**config.mk**
```make
export PLATFORM = sky130hd
export DESIGN_NAME = tpc_top
export DESIGN_NICKNAME = d
export VERILOG_FILES = /design/src/hw/tpc_pkg.sv /design/src/hw/tpc_top.sv
export VERILOG_INCLUDE_DIRS = /design/src /design/src/hw
export SDC_FILE = /design/constraint.sdc
export NUM_CORES = 1
export LEC_CHECK = 0
export ABC_AREA = 1
export BUFFER_PORTS_ARGS = -buffer_cell sky130_fd_sc_hd__buf_2
export CORE_UTILIZATION = 55
export DETAILED_ROUTE_END_ITERATION = 10
export GPL_ROUTABILITY_DRIVEN = 0
export PLACE_DENSITY = 0.75
export REMOVE_ABC_BUFFERS = 1
export SLEW_MARGIN = 20
export SYNTH_ARGS = -nofsm -noshare
export SYNTH_HDL_FRONTEND = slang
export SYNTH_SLANG_ARGS = --single-unit
```
**constraint.sdc**
```tcl
create_clock -name clk_i -period 2.4 [get_ports clk_i]
set_input_delay 0.12 -clock clk_i [delete_from_list [all_inputs] [get_ports clk_i]]
set_output_delay 0.12 -clock clk_i [all_outputs]
set_load 0.01 [all_outputs]
```
**src/hw/tpc_map.svh**
```systemverilog
// Purpose: Register offsets, field positions and reset values of the PWM core.
// Assumes: Byte offsets on a 32-bit classic Wishbone bus, data in bits 7:0.
// Notes: Definitions only.
`ifndef TPC_MAP_SVH
`define TPC_MAP_SVH
// Byte offsets of the registers.
`define TPC_OFS_CONTROL 6'h00
`define TPC_OFS_REPEAT 6'h04
`define TPC_OFS_C_HIGH 6'h08
`define TPC_OFS_C_LOW 6'h0c
`define TPC_OFS_B_HIGH 6'h10
`define TPC_OFS_B_LOW 6'h14
`define TPC_OFS_A_HIGH 6'h18
`define TPC_OFS_A_LOW 6'h1c
`define TPC_OFS_P_HIGH 6'h20
`define TPC_OFS_P_LOW 6'h24
`define TPC_OFS_ENABLE 6'h28
`define TPC_OFS_MARKED 6'h2c
`define TPC_OFS_PHSTATE 6'h30
`define TPC_OFS_STATUS 6'h34
// Control register fields.
`define TPC_CTL_MODE8 7
`define TPC_CTL_FD_A 6
`define TPC_CTL_FD_B 5
`define TPC_CTL_FD_C 4
`define TPC_CTL_ALIGN 3
// Enable register fields.
`define TPC_EN_CLK 0
`define TPC_EN_DIRECT 1
// Writable masks and reset values.
`define TPC_LOW_MASK 8'hf8
`define TPC_PHIGH_MASK 8'h0f
`define TPC_RST_ZERO 8'h00
`define TPC_RST_PHIGH 8'h0f
`define TPC_RST_PLOW 8'hff
`endif

```
**src/hw/tpc_pkg.sv**
```systemverilog
// Purpose: Types shared by the PWM core and its users.
// Assumes: Nothing beyond the map header.
// Notes: Constants live in the map header, types live here.
package tpc_pkg;
	// Counter direction, one-hot.
	typedef enum logic [1:0] {
		TPC_UP = 2'b01,
		TPC_DOWN = 2'b10
	} tpc_dir_t;
	// One compare preload pair.
	typedef struct packed {
		logic [7:0] high;
		logic [7:0] low;
	} tpc_cmp_t;
	// The three phase outputs.
	typedef struct packed {
		logic a;
		logic b;
		logic c;
	} tpc_phase_t;
endpackage

```
**src/hw/tpc_top.sv**
```systemverilog
// Purpose: Three-phase PWM compare core with Wishbone register access.
// Assumes: One 100 MHz clock, synchronous active-high reset.
// Notes: Dead time, polarity and output management are outside this block.
// Functional notes
// Standard mode: high bit 7 extends compare.
// Eight-bit mode: extension from control, bits 15:8.
// Full-duty bit forces 100% for one update.
// Full-duty bits self-clear on transfer.
// Align bit selects edge or center counting.
// Prescaler divides clock by code plus one.
// Repetition zero: update, event, reload.
// First clock enable loads repetition, raises update.
// New repetition value applies after next update.
// Update every N+1 periods or half periods.
// Phase low bits 2:0 reserved, unwritable.
// Period preload 12 bits, resets all ones.
// Both halves written before update takes them.
// Marked bits load on commutation or direct write.
// Control, repetition, phase preloads reset zero.
// Reserved bits ignore writes, read reset value.
// Phase active below compare; period bounds counter.
`include "tpc_map.svh"
module tpc_top (
	// Clock and reset.
	input wire logic clk_i,
	input wire logic rst_i,
	// Wishbone slave.
	input wire logic cyc_i,
	input wire logic stb_i,
	input wire logic we_i,
	input wire logic [5:0] adr_i,
	input wire logic [3:0] sel_i,
	input wire logic [31:0] dat_i,
	output logic [31:0] dat_o,
	output logic ack_o,
	// Commutation event pin, asynchronous.
	input wire logic commutate_i,
	// Block outputs.
	output tpc_pkg::tpc_phase_t phase_o,
	output logic update_o,
	output logic [3:0] marked_o
);
	// Bus decode.
	wire req = cyc_i & stb_i & ~ack_o;
	wire wr = req & we_i & sel_i[0];
	wire [7:0] wd = dat_i[7:0];
	wire wr_ctl = wr & (adr_i == `TPC_OFS_CONTROL);
	wire wr_rep = wr & (adr_i == `TPC_OFS_REPEAT);
	wire wr_en = wr & (adr_i == `TPC_OFS_ENABLE);
	wire wr_mk = wr & (adr_i == `TPC_OFS_MARKED);
	wire wr_ph = wr & (adr_i == `TPC_OFS_PHSTATE);
	// High and low write strobes per compare: a, b, c, period.
	wire [3:0] wr_hi = {wr & (adr_i == `TPC_OFS_A_HIGH),
		wr & (adr_i == `TPC_OFS_B_HIGH),
		wr & (adr_i == `TPC_OFS_C_HIGH),
		wr & (adr_i == `TPC_OFS_P_HIGH)};
	wire [3:0] wr_lo = {wr & (adr_i == `TPC_OFS_A_LOW),
		wr & (adr_i == `TPC_OFS_B_LOW),
		wr & (adr_i == `TPC_OFS_C_LOW),
		wr & (adr_i == `TPC_OFS_P_LOW)};

	// Registers.
	logic [7:0] ctl_q; // Control register.
	logic [7:0] rep_pre_q; // Repetition preload.
	logic [7:0] rep_act_q; // Repetition active value.
	logic [7:0] rep_cnt_q; // Repetition down-counter.
	logic [1:0] en_q; // Clock enable and direct access.
	logic en_prev_q; // Enable one cycle ago.
	logic first_done_q; // First enable has been seen.
	tpc_pkg::tpc_cmp_t pre_q [4]; // Preloads a, b, c, period.
	tpc_pkg::tpc_cmp_t act_q [4]; // Active compares.
	logic [3:0] hi_seen_q; // High half written since last load.
	logic [3:0] lo_seen_q; // Low half written since last load.
	logic [2:0] fd_act_q; // Active full-duty bits a, b, c.
	logic [3:0] mk_pre_q; // Marked bits preload.
	logic [3:0] mk_act_q; // Marked bits active.
	logic [2:0] cpre_q; // Prescaler count.
	logic [11:0] cnt_q; // PWM counter.
	tpc_pkg::tpc_dir_t dir_q; // Counter direction.
	logic [2:0] com_q; // Commutation synchroniser and edge flop.

	// Compare decode: returns {force, 12-bit threshold}.
	function automatic logic [12:0] cmp_dec(input tpc_pkg::tpc_cmp_t c,
		input logic mode8, input logic fd);
		logic [12:0] r;
		r = 13'h0000;
		if (mode8) begin
			r = {fd, c.high, 4'h0};
		end else begin
			r = {fd | c.high[7], c.high[6:0], c.low[7:3]};
		end
		return r;
	endfunction

	// Counter timing.
	wire en = en_q[`TPC_EN_CLK];
	wire tick = en & (cpre_q == ctl_q[2:0]);
	wire [11:0] period = {act_q[0].high[3:0], act_q[0].low};
	wire at_top = tick & (cnt_q == period);
	wire at_bot = tick & (cnt_q == 12'h000);
	wire center = ctl_q[`TPC_CTL_ALIGN];
	// Period event in edge mode, half-period event in center mode.
	wire evt = center ? ((dir_q == tpc_pkg::TPC_UP) ? at_top :
		(at_bot & dir_q == tpc_pkg::TPC_DOWN)) : at_top;
	wire first_en = en & ~en_prev_q & ~first_done_q;
	wire upd = first_en | (evt & (rep_cnt_q == 8'h00));
	// Compares load only when both halves have been written.
	wire [3:0] load = {4{upd}} & hi_seen_q & lo_seen_q;
	wire com_evt = com_q[1] & ~com_q[2];
	wire mk_load = en_q[`TPC_EN_DIRECT] ? wr_ph : com_evt;

	// Thresholds for the three phases.
	wire [12:0] dec_a = cmp_dec(act_q[3], ctl_q[`TPC_CTL_MODE8], fd_act_q[2]);
	wire [12:0] dec_b = cmp_dec(act_q[2], ctl_q[`TPC_CTL_MODE8], fd_act_q[1]);
	wire [12:0] dec_c = cmp_dec(act_q[1], ctl_q[`TPC_CTL_MODE8], fd_act_q[0]);

	// Read mux; unmapped offsets read zero.
	logic [7:0] rd;
	always_comb begin
		case (adr_i)
			`TPC_OFS_CONTROL: rd = ctl_q;
			`TPC_OFS_REPEAT: rd = rep_pre_q;
			`TPC_OFS_A_HIGH: rd = pre_q[3].high;
			`TPC_OFS_A_LOW: rd = pre_q[3].low;
			`TPC_OFS_B_HIGH: rd = pre_q[2].high;
			`TPC_OFS_B_LOW: rd = pre_q[2].low;
			`TPC_OFS_C_HIGH: rd = pre_q[1].high;
			`TPC_OFS_C_LOW: rd = pre_q[1].low;
			`TPC_OFS_P_HIGH: rd = pre_q[0].high;
			`TPC_OFS_P_LOW: rd = pre_q[0].low;
			`TPC_OFS_ENABLE: rd = {6'h00, en_q};
			`TPC_OFS_MARKED: rd = {4'h0, mk_pre_q};
			`TPC_OFS_PHSTATE: rd = {4'h0, mk_act_q};
			`TPC_OFS_STATUS: rd = {dir_q == tpc_pkg::TPC_DOWN, 3'h0,
				fd_act_q, first_done_q};
			default: rd = 8'h00;
		endcase
	end

	// Bus answer: one ack per request, one cycle after it is seen.
	always_ff @(posedge clk_i) begin
		if (rst_i) begin
			ack_o <= 1'b0;
			dat_o <= 32'h0000_0000;
		end else begin
			ack_o <= req;
			dat_o <= req ? {24'h000000, rd} : 32'h0000_0000;
		end
	end

	// Control register; a write of a full-duty bit beats the self-clear.
	always_ff @(posedge clk_i) begin
		if (rst_i) begin
			ctl_q <= `TPC_RST_ZERO;
		end else if (wr_ctl) begin
			ctl_q <= wd;
		end else if (upd) begin
			ctl_q[6:4] <= 3'h0;
		end
	end

	// Repetition preload, active value and down-counter.
	always_ff @(posedge clk_i) begin
		if (rst_i) begin
			rep_pre_q <= `TPC_RST_ZERO;
			rep_act_q <= `TPC_RST_ZERO;
			rep_cnt_q <= `TPC_RST_ZERO;
		end else begin
			if (wr_rep) begin
				rep_pre_q <= wd;
			end
			if (upd) begin
				rep_act_q <= rep_pre_q;
				rep_cnt_q <= rep_pre_q;
			end else if (evt) begin
				rep_cnt_q <= rep_cnt_q - 8'h01;
			end
		end
	end

	// Enable register and first-enable tracking.
	always_ff @(posedge clk_i) begin
		if (rst_i) begin
			en_q <= 2'b00;
			en_prev_q <= 1'b0;
			first_done_q <= 1'b0;
		end else begin
			if (wr_en) begin
				en_q <= wd[1:0];
			end
			en_prev_q <= en;
			if (first_en) begin
				first_done_q <= 1'b1;
			end
		end
	end

	// Compare preloads, write tracking and active copies.
	always_ff @(posedge clk_i) begin
		if (rst_i) begin
			for (int i = 1; i < 4; i++) begin
				pre_q[i] <= '{`TPC_RST_ZERO, `TPC_RST_ZERO};
				act_q[i] <= '{`TPC_RST_ZERO, `TPC_RST_ZERO};
			end
			pre_q[0] <= '{`TPC_RST_PHIGH, `TPC_RST_PLOW};
			act_q[0] <= '{`TPC_RST_PHIGH, `TPC_RST_PLOW};
			hi_seen_q <= 4'h0;
			lo_seen_q <= 4'h0;
			fd_act_q <= 3'h0;
		end else begin
			for (int i = 0; i < 4; i++) begin
				if (wr_hi[i]) begin
					// Reserved period high bits keep their reset value.
					pre_q[i].high <= (i == 0) ?
						((wd & `TPC_PHIGH_MASK) | (`TPC_RST_PHIGH &
						~`TPC_PHIGH_MASK)) : wd;
				end
				if (wr_lo[i]) begin
					pre_q[i].low <= (i == 0) ? wd :
						(wd & `TPC_LOW_MASK);
				end
				if (load[i]) begin
					act_q[i] <= pre_q[i];
				end
				// A write in the load cycle stays pending.
				hi_seen_q[i] <= wr_hi[i] | (hi_seen_q[i] & ~load[i]);
				lo_seen_q[i] <= wr_lo[i] | (lo_seen_q[i] & ~load[i]);
			end
			if (upd) begin
				fd_act_q <= ctl_q[6:4];
			end
		end
	end

	// Marked bits and commutation synchroniser.
	always_ff @(posedge clk_i) begin
		if (rst_i) begin
			mk_pre_q <= 4'h0;
			mk_act_q <= 4'h0;
			com_q <= 3'h0;
		end else begin
			com_q <= {com_q[1:0], commutate_i};
			if (wr_mk) begin
				mk_pre_q <= wd[3:0];
			end
			if (mk_load) begin
				mk_act_q <= mk_pre_q;
			end
		end
	end

	// Prescaler and counter; stopped and cleared while disabled.
	always_ff @(posedge clk_i) begin
		if (rst_i || !en) begin
			cpre_q <= 3'h0;
			cnt_q <= 12'h000;
			dir_q <= tpc_pkg::TPC_UP;
		end else begin
			cpre_q <= tick ? 3'h0 : cpre_q + 3'h1;
			if (tick) begin
				case (dir_q)
					tpc_pkg::TPC_UP: begin
						if (cnt_q == period) begin
							// Edge mode wraps, center mode turns.
							cnt_q <= center ? cnt_q - 12'h001 :
								12'h000;
							if (center && period != 12'h000) begin
								dir_q <= tpc_pkg::TPC_DOWN;
							end
						end else begin
							cnt_q <= cnt_q + 12'h001;
						end
					end
					tpc_pkg::TPC_DOWN: begin
						if (cnt_q == 12'h000) begin
							cnt_q <= 12'h001;
							dir_q <= tpc_pkg::TPC_UP;
						end else begin
							cnt_q <= cnt_q - 12'h001;
						end
					end
					default: dir_q <= tpc_pkg::TPC_UP;
				endcase
			end
		end
	end

	// Outputs, each from a flip-flop.
	always_ff @(posedge clk_i) begin
		if (rst_i) begin
			phase_o <= '0;
			update_o <= 1'b0;
			marked_o <= 4'h0;
		end else begin
			phase_o.a <= en & (dec_a[12] | cnt_q < dec_a[11:0]);
			phase_o.b <= en & (dec_b[12] | cnt_q < dec_b[11:0]);
			phase_o.c <= en & (dec_c[12] | cnt_q < dec_c[11:0]);
			update_o <= upd;
			marked_o <= mk_act_q;
		end
	end
endmodule

```
==> impl_metrics.ini <==
[pwr]
p_switching_mw = 1.663
switching_share_pct = 25.60
clock_power_share_pct = 44.2
vdd_drop_max_v = 0.0006194
intPower_mw = 4.833
seqPwrFrac_pct = 51.7
power_frac_comb_pct = 4.0
power.density_mw_per_mm2 = 592.1
p_leak_nw = 4.800

[worst_setup_path]
endpoint_kind = flip-flop
critPathLaunchType = flip-flop
path_class = flip-flop to flip-flop
critPathLaunch = cnt_q[3]
crit_path_end = act_q[1][14]
cp.arrival_ps = 2660
worst-endpoint-required_ps = 2790
rrSetupSlack_ps = 130
reg2reg_from = cnt_q[3]
crit_path_max_fanout = 13
ff2ff_path_depth = 9
r2r-end = act_q[1][14]

[yosys]
yosysWarnings = 0
syn-instance-count = 1228
synth_async_sr_flop_share_pct = 0
synth_edf_count = 81
syn_area_sq_mm = 0.009782
synthFlopType = dfxtp_1
syn_avg_cell_area_sq_um = 7.966
yosysSeqAreaShare_pct = 46.35
synth_cell_types = 46
ys_seq_elements = 186

[global_routing]
grt-ovfl-total = 0
antenna_found_initial = 0
grt_pass1_vias = 7647
grt_pass1_wl_mm = 40.14
track_usage_pct = 29.28
grt_max_degree = 34

[hold_path]
holdCritPathClass = input port to flip-flop

[cts]
cts_tree = yes
numCtsBuffers = 17
insertion_delay_ps = 450
cts-root-buf = clkbuf_16
path_clk_slew_ps = 80
cts_sinks = 186
htreeDepth = 4
clockBufferDepth = 2

[sta]
slew_viol_final = 0
clock.fmax_ghz = 0.4402
period_share_pct = 94.66
relSlewSlack_pct = 45.18
setup_viol = 0
setup-tns-final_ps = 0
worst_clock_skew_ps = 14.82
min_period_ps = 2272
rsz0062_at_grt = no
hold_viol_final = 0
tightestPinTransition_ps = 819.3

[floorplan]
dieWidth_um = 135.4
initial_core_util_pct = 56.36
rows = 48
die_area_sq_mm = 0.01832
core-area_sq_mm = 0.01736
ios = 89
die_h_um = 135.4

[layout]
final_common_cell = nand2_1
layout-drive-gt1-share_pct = 10.74
nets = 1379
final_cell_mix = 224 x nand2_1, 155 x inv_1, 141 x nor2_1
nFillCells = 1419
insertedDiodeCount = 0
postLayoutCoreUtil_pct = 63.21
syn2layout_area_growth_pct = 12.16

[routing]
drt-total-wl_mm = 26.16
drt_iter0_markers = 1143
dr.pass1.iters = 5
wl_per_cell_um = 17.11
drc = 0
ant_nets = 0
via_count = 8507
routed_via_density = 5.564

[run]
maxCapViolCount = 0

[placement]
hpwl_mm = 19.14
io_buffers = 37

[run_status]
outcome = completed
[worst max-delay path: stages (launching register included)]
cell and delay [ps]:
dfxtp_1 430, nor2_1 270, nand4_1 150, nor2_2 260, nand4_2 160, nand3_2 230
nand2_2 170, nor2_4 250, nand3_1 180, nand2_1 120
[through the flow]
stage | instances | worst slack [ps] | hold WS, ps | total power, mW | instance area, sq um
after floorplan | 1184 | 123.4 | 189.1 | 3.559 | 9465
after global placement | 1493 | 222.6 | 326.2 | 3.675 | 10300
after detailed placement | 1493 | 149.3 | 339.0 | 3.680 | 10300
after CTS | 1529 | 123.7 | 83.89 | 6.505 | 10950
after global routing | 1529 | 6.778 | 98.48 | 6.659 | 10970
final | 1529 | 128.1 | 117.3 | 6.497 | 10970
[logic make-up after synthesis]
logic type	synth area share, %
mux	0.6140
xor+xnor	1.522
compound gates	13.44
other cells	0.03834
flops	46.35
simple gates	22.54
buf+inv	10.37
fa+ha+maj	5.116
[what timing repair did]
action	4_1_cts	5_1_grt
resized for setup	0	5
endpoints found under the hold margin	4	0
setup endpoints to repair	0	30
setup buffers	0	0
hold buffers	4	0
[cell type report]
type / count / area [sq um] / share of cell area [%]
Tap cell: 225 / 281.5 / 2.566
Inverter: 163 / 615.6 / 5.611
Clock buffer: 17 / 425.4 / 3.877
Sequential cell: 186 / 4536 / 41.34
Clock inverter: 15 / 190.2 / 1.733
Multi-Input combinational cell: 835 / 4329 / 39.46
Timing Repair Buffer: 88 / 594.3 / 5.417
[power by group through the flow]
stage	Sequential (mW)	Clock (mW)	Combinational [mW]
after floorplan	3.42	0	0.134
after global placement	3.43	0	0.244
after detailed placement	3.43	0	0.248
after CTS	3.36	2.89	0.255
after global routing	3.36	3.01	0.286
final	3.36	2.87	0.263
[how the worst min path moves through the flow]
stage | start | endpoint | slack, ps | cells past startpoint
finish | rst_i | en_prev_q | 120 | 2
global route | rst_i | en_prev_q | 100 | 2
CTS | rst_i | en_prev_q | 80 | 2
detailed placement | commutate_i | com_q[0] | 340 | 3
global placement | commutate_i | com_q[0] | 330 | 3
floorplan | rst_i | ctl_q[4] | 190 | 1
[state kept, by name, summed over array words and instances (netlist names), 3 cells and up]
| name | flops |
|---|---|
| fd_act_q | 3 |
| mk_pre_q | 4 |
| rep_cnt_q | 8 |
| mk_act_q | 4 |
| lo_seen_q | 4 |
| cpre_q | 3 |
| hi_seen_q | 4 |
| pre_q | 51 |
| cnt_q | 12 |
| act_q | 51 |
| rep_pre_q | 8 |
| com_q | 3 |
| dat_o | 8 |
| phase_o | 3 |
| ctl_q | 8 |
| marked_o | 4 |
[per-layer routing]
layer	global-route usage [%]	wire, um	up-vias
met5	0	0	-
met4	13.05	988	0
met3	5.163	2053	79
met2	46.21	11870	407
met1	39.32	11240	3850
li1	-	-	4171
[cell usage after synthesis (all sizes together) (10+ instances only)]
master | instances | area [sq um]
nand4 | 24 | 192.7
inv | 160 | 600.6
nand3 | 69 | 355.3
xor2 | 15 | 131.4
buf | 44 | 314.0
a21oi | 95 | 475.5
nor2 | 147 | 571.8
clkbuf | 23 | 88.84
nand2 | 226 | 853.3
dfxtp | 105 | 2102
nor3 | 29 | 145.1
o21ai | 106 | 541.8
edfxtp | 81 | 2432
o22ai | 10 | 62.56
ha | 40 | 500.5
No activity file was read; power rests on OpenSTA's default activity.
